File: config.mk
export PLATFORM = sky130hd
export DESIGN_NAME = pwm_unit
export DESIGN_NICKNAME = d
export VERILOG_FILES = /design/src/rtl/pwm_pkg.sv /design/src/rtl/pwm_unit.sv
export SDC_FILE = /design/constraint.sdc
export NUM_CORES = 1
export LEC_CHECK = 0
export ABC_AREA = 0
export CORE_UTILIZATION = 44
export CTS_CLUSTER_SIZE = 40
export DETAILED_ROUTE_END_ITERATION = 6
export DONT_BUFFER_PORTS = 1
export PLACE_DENSITY = 0.64
export SYNTH_ARGS = -nofsm -noshare
export SYNTH_HDL_FRONTEND = slang
export SYNTH_SLANG_ARGS = --single-unit
File: constraint.sdc
create_clock -name pclk -period 5.5 [get_ports pclk]
set_input_delay 0.275 -clock pclk [delete_from_list [all_inputs] [get_ports pclk]]
set_output_delay 0.275 -clock pclk [all_outputs]
set_load 0.1 [all_outputs]
File: src/rtl/pwm_pkg.sv
`default_nettype none
package pwm_pkg;
    localparam int          ADDR_W = 8;
    localparam int          DATA_W = 32;

    // Register byte addresses
    localparam logic [7:0]  ADDR_BASE_COUNTER   = 8'h00;
    localparam logic [7:0]  ADDR_PERIOD_LIMIT   = 8'h04;
    localparam logic [7:0]  ADDR_TIMER_CONTROL  = 8'h08;
    localparam logic [7:0]  ADDR_DUTY_HIGH      = 8'h0c;
    localparam logic [7:0]  ADDR_DUTY_SHADOW    = 8'h10;
    localparam logic [7:0]  ADDR_UNIT_CONTROL   = 8'h14;
    localparam logic [7:0]  ADDR_PORT_DIRECTION = 8'h18;
    localparam logic [7:0]  ADDR_PORT_DATA      = 8'h1c;

    // Values after reset
    localparam logic [7:0]  RST_BASE_COUNTER    = 8'h00;
    localparam logic [7:0]  RST_PERIOD_LIMIT    = 8'hff;
    localparam logic [7:0]  RST_TIMER_CONTROL   = 8'h00;
    localparam logic [7:0]  RST_DUTY_HIGH       = 8'h00;
    localparam logic [7:0]  RST_DUTY_SHADOW     = 8'h00;
    localparam logic [7:0]  RST_UNIT_CONTROL    = 8'h00;
    localparam logic [7:0]  RST_PORT_DIRECTION  = 8'hff;
    localparam logic [7:0]  RST_PORT_DATA       = 8'h00;
    localparam logic [1:0]  RST_DUTY_LATCH      = 2'h0;
    localparam logic [1:0]  RST_QUARTER         = 2'h0;
    localparam logic [3:0]  RST_PRESCALER       = 4'h0;

    // Writable bits of the partly implemented registers
    localparam logic [7:0]  MASK_TIMER_CONTROL  = 8'h7f;
    localparam logic [7:0]  MASK_UNIT_CONTROL   = 8'h3f;

    // Field positions
    localparam int          POS_TIMER_ON        = 2;
    localparam int          POS_PRESCALE_HI     = 1;
    localparam int          POS_PRESCALE_LO     = 0;
    localparam int          POS_DUTY_LOW_HI     = 5;
    localparam int          POS_DUTY_LOW_LO     = 4;
    localparam int          POS_MODE_HI         = 3;
    localparam int          POS_MODE_LO         = 2;
    localparam int          POS_PIN             = 2;

    // Mode bits 3:2 both set select modulation
    localparam logic [1:0]  MODE_PWM            = 2'h3;

    // Oscillator periods per timer input cycle, last quarter index
    localparam logic [1:0]  QUARTER_LAST        = 2'h3;

    // Prescaler terminal masks: divide by one, four, sixteen
    localparam logic [3:0]  PRESC_MASK_DIV1     = 4'h0;
    localparam logic [3:0]  PRESC_MASK_DIV4     = 4'h3;
    localparam logic [3:0]  PRESC_MASK_DIV16    = 4'hf;
endpackage
`default_nettype wire

File: src/rtl/pwm_unit.sv
// Register access over APB and the placing of the registers were chosen for this implementation.
`default_nettype none
// Contract
// Pin carries ten-bit resolution modulated output.
// Software clears direction bit to drive pin.
// Zero unit control forces output latch low.
// Period is (limit+1)*4*oscillator*prescale.
// After limit match: clear counter, set pin, load.
// Zero duty keeps pin low at period start.
// Duty is high byte plus two control bits.
// High time is duty*oscillator*prescale.
// Duty writes apply only at period end.
// Shadow register read-only in modulation mode.
// Shadow plus two-bit latch double-buffer duty.
// Pin clears when buffered duty equals count.
// Duty beyond period keeps pin high.
// Software follows the advised setup order.
// Prescaler divides by one, four, sixteen.
// Select 00 one, 01 four, 1x sixteen.
module pwm_unit
(
    input  wire logic                       pclk,
    input  wire logic                       presetn,
    input  wire logic                       psel,
    input  wire logic                       penable,
    input  wire logic                       pwrite,
    input  wire logic [pwm_pkg::ADDR_W-1:0] paddr,
    input  wire logic [pwm_pkg::DATA_W-1:0] pwdata,
    output logic      [pwm_pkg::DATA_W-1:0] prdata,
    output logic                            pready,
    output logic                            pslverr,
    output logic                            modulator_pin_out,
    output logic                            modulator_pin_oe_n
);
    import pwm_pkg::*;

    logic [7:0] base_counter;
    logic [7:0] period_limit;
    logic [7:0] base_timer_control;
    logic [7:0] duty_high_byte;
    logic [7:0] duty_shadow;
    logic [7:0] unit_control;
    logic [7:0] port_direction;
    logic [7:0] port_data;
    logic [1:0] duty_latch;
    logic [1:0] quarter;
    logic [3:0] prescaler;
    logic       pwm_latch;

    logic       addr_hit;
    logic       wr_access;
    logic       setup_read;
    logic [7:0] read_byte;
    logic       pwm_mode;
    logic       timer_on;
    logic [3:0] presc_mask;
    logic       cycle_tick;
    logic       timer_inc;
    logic       period_end;
    logic [1:0] count_low;
    logic [9:0] next_duty;
    logic       duty_match;

    // APB decode
    always_comb
    begin
        addr_hit  = 1'b1;
        read_byte = 8'h00;
        if (paddr == ADDR_BASE_COUNTER)
        begin
            read_byte = base_counter;
        end
        else if (paddr == ADDR_PERIOD_LIMIT)
        begin
            read_byte = period_limit;
        end
        else if (paddr == ADDR_TIMER_CONTROL)
        begin
            read_byte = base_timer_control;
        end
        else if (paddr == ADDR_DUTY_HIGH)
        begin
            read_byte = duty_high_byte;
        end
        else if (paddr == ADDR_DUTY_SHADOW)
        begin
            read_byte = duty_shadow;
        end
        else if (paddr == ADDR_UNIT_CONTROL)
        begin
            read_byte = unit_control;
        end
        else if (paddr == ADDR_PORT_DIRECTION)
        begin
            read_byte = port_direction;
        end
        else if (paddr == ADDR_PORT_DATA)
        begin
            read_byte = port_data;
        end
        else
        begin
            addr_hit = 1'b0;
        end
    end

    // Zero wait states; the read word is captured in the setup cycle
    assign pready     = 1'b1;
    assign pslverr    = psel & penable & ~addr_hit;
    assign wr_access  = psel & penable & pwrite & addr_hit;
    assign setup_read = psel & ~penable & ~pwrite;

    always_ff @(posedge pclk or negedge presetn)
    begin
        if (!presetn)
        begin
            prdata <= '0;
        end
        else if (setup_read)
        begin
            prdata <= {24'h000000, read_byte};
        end
    end

    assign pwm_mode = unit_control[POS_MODE_HI:POS_MODE_LO] == MODE_PWM;
    assign timer_on = base_timer_control[POS_TIMER_ON];

    always_comb
    begin
        if (base_timer_control[POS_PRESCALE_HI])
        begin
            presc_mask = PRESC_MASK_DIV16;
            count_low  = prescaler[3:2];
        end
        else if (base_timer_control[POS_PRESCALE_LO])
        begin
            presc_mask = PRESC_MASK_DIV4;
            count_low  = prescaler[1:0];
        end
        else
        begin
            presc_mask = PRESC_MASK_DIV1;
            count_low  = quarter;
        end
    end

    // Four oscillator periods per timer input cycle
    assign cycle_tick = quarter == QUARTER_LAST;
    assign timer_inc  = timer_on & cycle_tick & ((prescaler & presc_mask) == presc_mask);
    assign period_end = timer_inc & (base_counter == period_limit);
    assign next_duty  = {duty_high_byte, unit_control[POS_DUTY_LOW_HI:POS_DUTY_LOW_LO]};
    // Match the count about to appear, so the pin falls as that count starts, not one later
    assign duty_match = timer_on & (({prescaler[1:0], quarter} & presc_mask) == presc_mask) &
        ({duty_shadow, duty_latch} == {base_counter, count_low} + 10'h001);

    always_ff @(posedge pclk or negedge presetn)
    begin
        if (!presetn)
        begin
            quarter <= RST_QUARTER;
        end
        else
        begin
            quarter <= quarter + 2'h1;
        end
    end

    // Prescale count, cleared while the timer is off or the counter is written; bits 1:0 or 3:2 double as the extended compare bits
    always_ff @(posedge pclk or negedge presetn)
    begin
        if (!presetn)
        begin
            prescaler <= RST_PRESCALER;
        end
        else if (!timer_on || (wr_access && paddr == ADDR_BASE_COUNTER))
        begin
            prescaler <= RST_PRESCALER;
        end
        else if (cycle_tick)
        begin
            prescaler <= prescaler + 4'h1;
        end
    end

    always_ff @(posedge pclk or negedge presetn)
    begin
        if (!presetn)
        begin
            base_counter <= RST_BASE_COUNTER;
        end
        else if (wr_access && paddr == ADDR_BASE_COUNTER)
        begin
            base_counter <= pwdata[7:0];
        end
        else if (period_end)
        begin
            base_counter <= RST_BASE_COUNTER;
        end
        else if (timer_inc)
        begin
            base_counter <= base_counter + 8'h01;
        end
    end

    // Configuration registers; duty bytes may be written at any moment
    always_ff @(posedge pclk or negedge presetn)
    begin
        if (!presetn)
        begin
            period_limit       <= RST_PERIOD_LIMIT;
            base_timer_control <= RST_TIMER_CONTROL;
            duty_high_byte     <= RST_DUTY_HIGH;
            unit_control       <= RST_UNIT_CONTROL;
            port_direction     <= RST_PORT_DIRECTION;
            port_data          <= RST_PORT_DATA;
        end
        else if (wr_access)
        begin
            if (paddr == ADDR_PERIOD_LIMIT)
            begin
                period_limit <= pwdata[7:0];
            end
            else if (paddr == ADDR_TIMER_CONTROL)
            begin
                base_timer_control <= pwdata[7:0] & MASK_TIMER_CONTROL;
            end
            else if (paddr == ADDR_DUTY_HIGH)
            begin
                duty_high_byte <= pwdata[7:0];
            end
            else if (paddr == ADDR_UNIT_CONTROL)
            begin
                unit_control <= pwdata[7:0] & MASK_UNIT_CONTROL;
            end
            else if (paddr == ADDR_PORT_DIRECTION)
            begin
                port_direction <= pwdata[7:0];
            end
            else if (paddr == ADDR_PORT_DATA)
            begin
                port_data <= pwdata[7:0];
            end
        end
    end

    // Shadow and two-bit latch change only at period end in modulation mode
    always_ff @(posedge pclk or negedge presetn)
    begin
        if (!presetn)
        begin
            duty_shadow <= RST_DUTY_SHADOW;
            duty_latch  <= RST_DUTY_LATCH;
        end
        else if (period_end)
        begin
            duty_shadow <= next_duty[9:2];
            duty_latch  <= next_duty[1:0];
        end
        else if (wr_access && paddr == ADDR_DUTY_SHADOW && !pwm_mode)
        begin
            duty_shadow <= pwdata[7:0];
        end
    end

    // Period start wins over the compare clear in the same cycle
    always_ff @(posedge pclk or negedge presetn)
    begin
        if (!presetn)
        begin
            pwm_latch <= 1'b0;
        end
        else if (!pwm_mode)
        begin
            pwm_latch <= 1'b0;
        end
        else if (wr_access && paddr == ADDR_UNIT_CONTROL && pwdata[7:0] == 8'h00)
        begin
            pwm_latch <= 1'b0;
        end
        else if (period_end)
        begin
            pwm_latch <= next_duty != 10'h000;
        end
        else if (duty_match)
        begin
            pwm_latch <= 1'b0;
        end
    end

    // Pin shares the port latch; only the mode selects which one drives it
    assign modulator_pin_out  = pwm_mode ? pwm_latch : port_data[POS_PIN];
    assign modulator_pin_oe_n = port_direction[POS_PIN];

    property p_counter_clear;
        @(posedge pclk) disable iff (!presetn)
        period_end && !(wr_access && paddr == ADDR_BASE_COUNTER) |=> base_counter == 8'h00;
    endproperty
    a_counter_clear: assert property (p_counter_clear)
        else $error("counter not cleared after limit match");

    property p_shadow_load;
        @(posedge pclk) disable iff (!presetn)
        period_end |=> {duty_shadow, duty_latch} ==
            {$past(duty_high_byte), $past(unit_control[5:4])};
    endproperty
    a_shadow_load: assert property (p_shadow_load)
        else $error("duty not loaded into shadow at period end");

    property p_pin_set;
        @(posedge pclk) disable iff (!presetn)
        pwm_mode && period_end && next_duty != 10'h000 && !wr_access |=> pwm_latch;
    endproperty
    a_pin_set: assert property (p_pin_set)
        else $error("pin not set at period start");

    property p_zero_duty;
        @(posedge pclk) disable iff (!presetn)
        pwm_mode && period_end && next_duty == 10'h000 |=> !modulator_pin_out;
    endproperty
    a_zero_duty: assert property (p_zero_duty)
        else $error("pin set with zero duty");

    property p_control_clear;
        @(posedge pclk) disable iff (!presetn)
        wr_access && paddr == ADDR_UNIT_CONTROL && pwdata[7:0] == 8'h00 |=> !pwm_latch;
    endproperty
    a_control_clear: assert property (p_control_clear)
        else $error("output latch not forced low");

    property p_shadow_locked;
        @(posedge pclk) disable iff (!presetn)
        pwm_mode && !period_end |=> $stable(duty_shadow);
    endproperty
    a_shadow_locked: assert property (p_shadow_locked)
        else $error("shadow changed outside period end");

    property p_compare_clear;
        @(posedge pclk) disable iff (!presetn)
        pwm_mode && duty_match && !period_end |=> !pwm_latch;
    endproperty
    a_compare_clear: assert property (p_compare_clear)
        else $error("pin not cleared on duty match");

    property p_div16;
        @(posedge pclk) disable iff (!presetn)
        timer_inc && base_timer_control[1] |-> prescaler == 4'hf && quarter == 2'h3;
    endproperty
    a_div16: assert property (p_div16)
        else $error("divide by sixteen tick misplaced");

    property p_div1_spacing;
        @(posedge pclk) disable iff (!presetn)
        timer_inc && base_timer_control[1:0] == 2'b00 && !$changed(base_timer_control)
            |=> !timer_inc [*3];
    endproperty
    a_div1_spacing: assert property (p_div1_spacing)
        else $error("timer increments faster than every four clocks");

    property p_pin_follows;
        @(posedge pclk) disable iff (!presetn)
        pwm_mode |-> modulator_pin_out == pwm_latch;
    endproperty
    a_pin_follows: assert property (p_pin_follows)
        else $error("pin does not follow modulation latch");

    c_period: cover property (@(posedge pclk) disable iff (!presetn) pwm_mode && period_end);
    c_match: cover property (@(posedge pclk) disable iff (!presetn)
        pwm_mode && duty_match && pwm_latch);
    c_div16: cover property (@(posedge pclk) disable iff (!presetn)
        timer_inc && base_timer_control[1]);
    c_err: cover property (@(posedge pclk) disable iff (!presetn) pslverr);
endmodule
`default_nettype wire

; ---- After elaboration in Yosys (flattened, before gate mapping)
; Index checks and enable logic that the tools add are counted.
[totals]
ff_bits = 78
out_inout_bits = 36
word_cells = 104
[classes]
add_sub_neg = 4
n_eq_ne = 14
mux = 32
bitwise = 21
n_reduce_logical = 20
[ops]
columns = cell, count
row1 = $mux 8, 13
row2 = $eq 8x5->1 const B, 4
row3 = $eq 8x4->1 const B, 2
row4 = $logic_not 8->1, 2
row5 = $mux 1, 13
row6 = $mux 4, 3
row7 = $and 1x1->1, 11
row8 = $add 10x1->10 const B, 1
row9 = $eq 10x10->1, 1
row10 = $reduce_bool 10->1, 1
row11 = $add 8x1->8 const B, 1
row12 = $and 4x4->4, 2
row13 = $eq 4x4->1, 2
row14 = $eq 8x3->1 const B, 1
row15 = $eq 8x8->1, 1
row16 = $not 1->1, 8
row17 = $reduce_and 7->1, 1
row18 = $mux 2, 3
row19 = $reduce_and 6->1, 1
row20 = $logic_and 1x1->1, 5
row21 = $reduce_and 5->1, 1
row22 = $add 4x1->4 const B, 1
row23 = $eq 2x2->1 const B, 2
row24 = $ne 4x1->1 const B, 1
row25 = 8 further kinds, 10

; ---- Longest topological paths before layout
[logic_depth]
depth_word = 14
depth_mapped = 9
mapped_depth_nobuf = 8

; ---- Worst setup path before layout
; Ideal clock, no wire load.
[synth_timing]
path_type = input to register
startpoint = input paddr[7] (netlist name)
endpoint = register port_data[0]
setup_ns = 0.125
t_arrival_ns = 1.947
required_time_ns = 5.375
path_slack_ns = 3.428
path_stages = 6
path_buffers = 1
cell_sequence = or3_4 nor3_4 nand3_2 or3_1 buf_6 mux2_4
[synth_between]
elab_chain_cells = 11
[synth_rtl]
columns = element, line
row1 = from (decl), pwm_unit.sv:27  ; input wire logic [pwm_pkg::ADDR_W-1:0] paddr,
row2 = $eq 8x5->1, "pwm_unit.sv:97, pwm_unit.sv:239"
row3 = $mux 1, pwm_unit.sv:97  ; else if (paddr == ADDR_PORT_DATA)
row4 = $mux 1, pwm_unit.sv:93  ; else if (paddr == ADDR_PORT_DIRECTION)
row5 = $mux 1, pwm_unit.sv:89  ; else if (paddr == ADDR_UNIT_CONTROL)
row6 = $mux 1, pwm_unit.sv:85  ; else if (paddr == ADDR_DUTY_SHADOW)
row7 = $mux 1, pwm_unit.sv:81  ; else if (paddr == ADDR_DUTY_HIGH)
row8 = $mux 1, pwm_unit.sv:77  ; else if (paddr == ADDR_TIMER_CONTROL)
row9 = $mux 1, pwm_unit.sv:73  ; else if (paddr == ADDR_PERIOD_LIMIT)
row10 = $mux 1, pwm_unit.sv:69  ; if (paddr == ADDR_BASE_COUNTER)
row11 = $and 1x1->1, pwm_unit.sv:110  ; assign wr_access = psel & penable & pwrite & addr_hit;
row12 = $reduce_and 7->1 (no source line) (*), -
row13 = to (signal assigned), pwm_unit.sv:241  ; port_data <= pwdata[7:0];
row14 = to (decl), pwm_unit.sv:44  ; logic [7:0] port_data;
; Mark *: on every way between the ends. The rest lies on a longest branch, timed or not.
; A chain may end at the register's enable or synchronous reset.

; ---- Worst setup path in the final report
[layout_timing]
startpoint = register base_timer_control[1]
endpoint = register base_counter[3]
[layout_between]
elab_chain_cells = 7
[layout_rtl]
columns = element, line
row1 = from (decl), pwm_unit.sv:39  ; logic [7:0] base_timer_control;
row2 = from (signal assigned), pwm_unit.sv:225  ; base_timer_control <= pwdata[7:0] & MASK_TIMER_CONTROL;
row3 = $mux 4 (*), pwm_unit.sv:130  ; if (base_timer_control[POS_PRESCALE_HI])
row4 = $and 4x4->4, pwm_unit.sv:149  ; assign timer_inc = timer_on & cycle_tick & ((prescaler & presc_mask) == presc_mask);
row5 = $eq 4x4->1 (*), pwm_unit.sv:149
row6 = $and 1x1->1 (*), pwm_unit.sv:149
row7 = $and 1x1->1, pwm_unit.sv:150  ; assign period_end = timer_inc & (base_counter == period_limit);
row8 = $mux 8, pwm_unit.sv:195  ; else if (period_end)
row9 = $mux 8, pwm_unit.sv:191  ; else if (wr_access && paddr == ADDR_BASE_COUNTER)
row10 = to (signal assigned), pwm_unit.sv:193  ; base_counter <= pwdata[7:0];
row11 = to (signal assigned), pwm_unit.sv:201  ; base_counter <= base_counter + 8'h01;
row12 = to (decl), pwm_unit.sv:37  ; logic [7:0] base_counter;
; Marks and branches as above.

==> metrics.yaml <==
place:
  portBuffers: 0
  gp_congestion: 0.903
  dp_hpwl_microns: 7850
  dp_cells: 571
die:
  fp.dieH_microns: 106
  die_area_sq_um: 11200
  core_region_area_sq_um: 10400
  initial_core_util: 0.456
  ioPinCount: 81
  die_w_microns: 106
  num_rows: 37
cts:
  numCtsBuffers: 9
  clk_pin_slew_ns: 0.09
  cts_root_buf: "clkbuf_8"
  cts_max_level: 3
  cts.repair.resized: 0
  tritoncts: "done"
  clockBufferDepth: 2
  cts_sinks: 78
  clk_latency_ns: 0.37
critical_path:
  crit_family: "simple AND/OR/NAND/NOR gates"
  worstPathMaxFanout: 15
  worstPathRequired_ns: 5.75
  critPathKind: "reg2reg"
  critPathBufInv: 0
  cpPeakStageDelay_ns: 0.63
  crit_path_start_kind: "flip-flop"
  end_kind: "flip-flop"
  slowest_stage: "nand3_1"
  crit_arrival_ns: 2.89
  path_cells: "or2_1 > a221oi_4 > nand3_1 > a21oi_1 > nor2b_1 > o22a_1"
  rr_startpoint: "base_timer_control[1]$_DFFE_PN0P_"
  setup.worst_path.start: "base_timer_control[1]$_DFFE_PN0P_"
synth:
  synth-seq-cells: 78
  synthTopCellsByCount: "62 x dfrtp_1, 61 x nand2_1, 34 x mux2_2, 31 x nor2_1, 26 x buf_4"
  synth-async-reset-ratio: 1.00
  synth.top_cell.area_share: 0.328
  synth_edf_count: 0
  yosysMostFrequentCell: "dfrtp_1"
  synth_largest_area_cell: "dfrtp_1"
  synth_warnings: 0
  synth_cell_type_count: 62
  syn_area_sq_um: 4730
  seq_area_frac_synth: 0.417
  syn_area_per_cell_sq_um: 10.1
  synth_ff_type: "dfrtp_1"
  netlist_instances: 467
  synth_area_leaders: "dfrtp_1 33%, dfstp_2 8.9%, mux2_2 8.1%"
global_route:
  grt.overflow.total: 0
  grt_pass1_wl_microns: 18900
  grt_max_degree: 79
  grt_usage: 0.222
  antenna_found_initial: 0
  grt_pass1_vias: 3398
sta:
  post-route-min-period_ns: 2.64
  clock_skew_ns: 0.0137
  worst_slew_margin_rel: 0.330
  setup_viol: 0
  tns_ns: 0
  grt_setup_unrepaired: "no"
  hold_viol: 0
  fin_crit_sh: 0.480
  slew_violations: 0
  max_freq_ghz: 0.379
  tightest_slew_ns: 1.00
  whs_ns: 0.0403
detailed_routing:
  ant_nets: 0
  drtIter0Drc: 411
  vias_per_cell: 5.99
  first_pass_iters: 6
  wl_per_cell_microns: 19.6
  wirelength_microns: 11500
  num_vias: 3530
  drc: 0
cells_and_area:
  final_cells: 589
  regArea_sq_um: 1970
  syn2layout_area_growth_pct: 3.89
  fillers: 963
  final_nets: 497
  multi_input_area_sq_um: 2510
  insertedDiodeCount: 0
  drive_gt1_frac: 0.219
pwr:
  ir_drop_mv: 0.131
  p_total_w: 0.00118
  power.density_nw_per_um2: 241
  p_leak_nw: 2.12
worst_hold_path:
  hp-class: "in2reg"
  hp-start: "pwdata[6]"
status:
  status: "finished, final reports clean"
run:
  drv_cap: 0
[worst paths after layout]
path                                                      to  slack [ns]  depth (start not counted)
setup / recovery                 base_counter[3]$_DFFE_PN0P_        2.86                          6
hold / removal             base_timer_control[6]$_DFFE_PN0P_        0.04                          2
setup reg to reg                 base_counter[3]$_DFFE_PN0P_        2.86                          6
hold reg to reg                         quarter[0]$_DFF_PN0_        0.48                          1
max in group asynchronous      port_direction[4]$_DFFE_PN1P_        4.67                          2
min in group asynchronous              prdata[5]$_DFFE_PN0P_        0.47                          2
[state kept, by name, summed over array words and instances, names as in the netlist, 4 cells and up]
signal,count
duty_high_byte,8
duty_shadow,8
period_limit,8
port_data,8
unit_control,6
port_direction,8
base_counter,8
prescaler,4
prdata,8
base_timer_control,7
[kinds of logic after synthesis]
logic type,share of synthesized area
adder cells (fa/ha/maj),0.0106
AND/OR/NAND/NOR,0.169
XOR/XNOR,0.0463
flip-flops,0.417
other,0.00159
buffers and inverters,0.0711
multiplexers,0.171
AO/OA/AOI/OAI,0.114
[cell type report]
cell class	instances	share of cell area
clock buffer	9	0.0252
clock inverter	7	0.0163
inverter	6	0.00458
multi-input combinational	351	0.511
sequential	78	0.401
tap	136	0.0346
timing repair buffer	2	0.00764
[repair_timing]
| item | CTS | global route |
|---|---|---|
| hold buffers | 2 | 0 |
| buffers inserted | 0 | 0 |
| endpoints found under the hold margin | 78 | 0 |
[where the power goes]
| group | internal, W | switching [W] | leakage (nW) |
|---|---|---|---|
| Clock | 0.000215 | 0.000240 | 0.0968 |
| Combinational | 0.0000254 | 0.000110 | 1.09 |
| Sequential | 0.000578 | 0.0000135 | 0.939 |
[per-stage QoR]
step / utilization / cell area, sq um / setup slack (ns)
after global routing: 0.474 / 4920 / 2.69
after CTS: 0.474 / 4920 / 2.90
final: 0.474 / 4920 / 2.86
after global placement: 0.451 / 4670 / 2.90
after floorplan: - / 4820 / 3.43
after detailed placement: 0.451 / 4670 / 2.90
[layer usage]
| layer | vias up | global-route usage | share of wire |
|---|---|---|---|
| met1 | 1765 | 0.304 | 0.42 |
| met2 | 155 | 0.347 | 0.48 |
| met3 | 22 | 0.0581 | 0.071 |
| li1 | 1588 | - | - |
| met5 | - | 0 | 0 |
| met4 | 0 | 0.0645 | 0.023 |
[placed cells by master (no fill, tap or decap), types with 8 or more instances in the layout]
cell      count
nand2_1      61
a31oi_1      15
o21ai_0      17
conb_1       25
mux2_2       34
clkbuf_8      9
nor2_1       31
xor2_1       14
a21oi_1      17
dfrtp_1      62
dfstp_2      16
mux2i_1       8
nand3_1      16
xnor2_1      11
mux2_4       14
(Power assumes the default switching activity.)
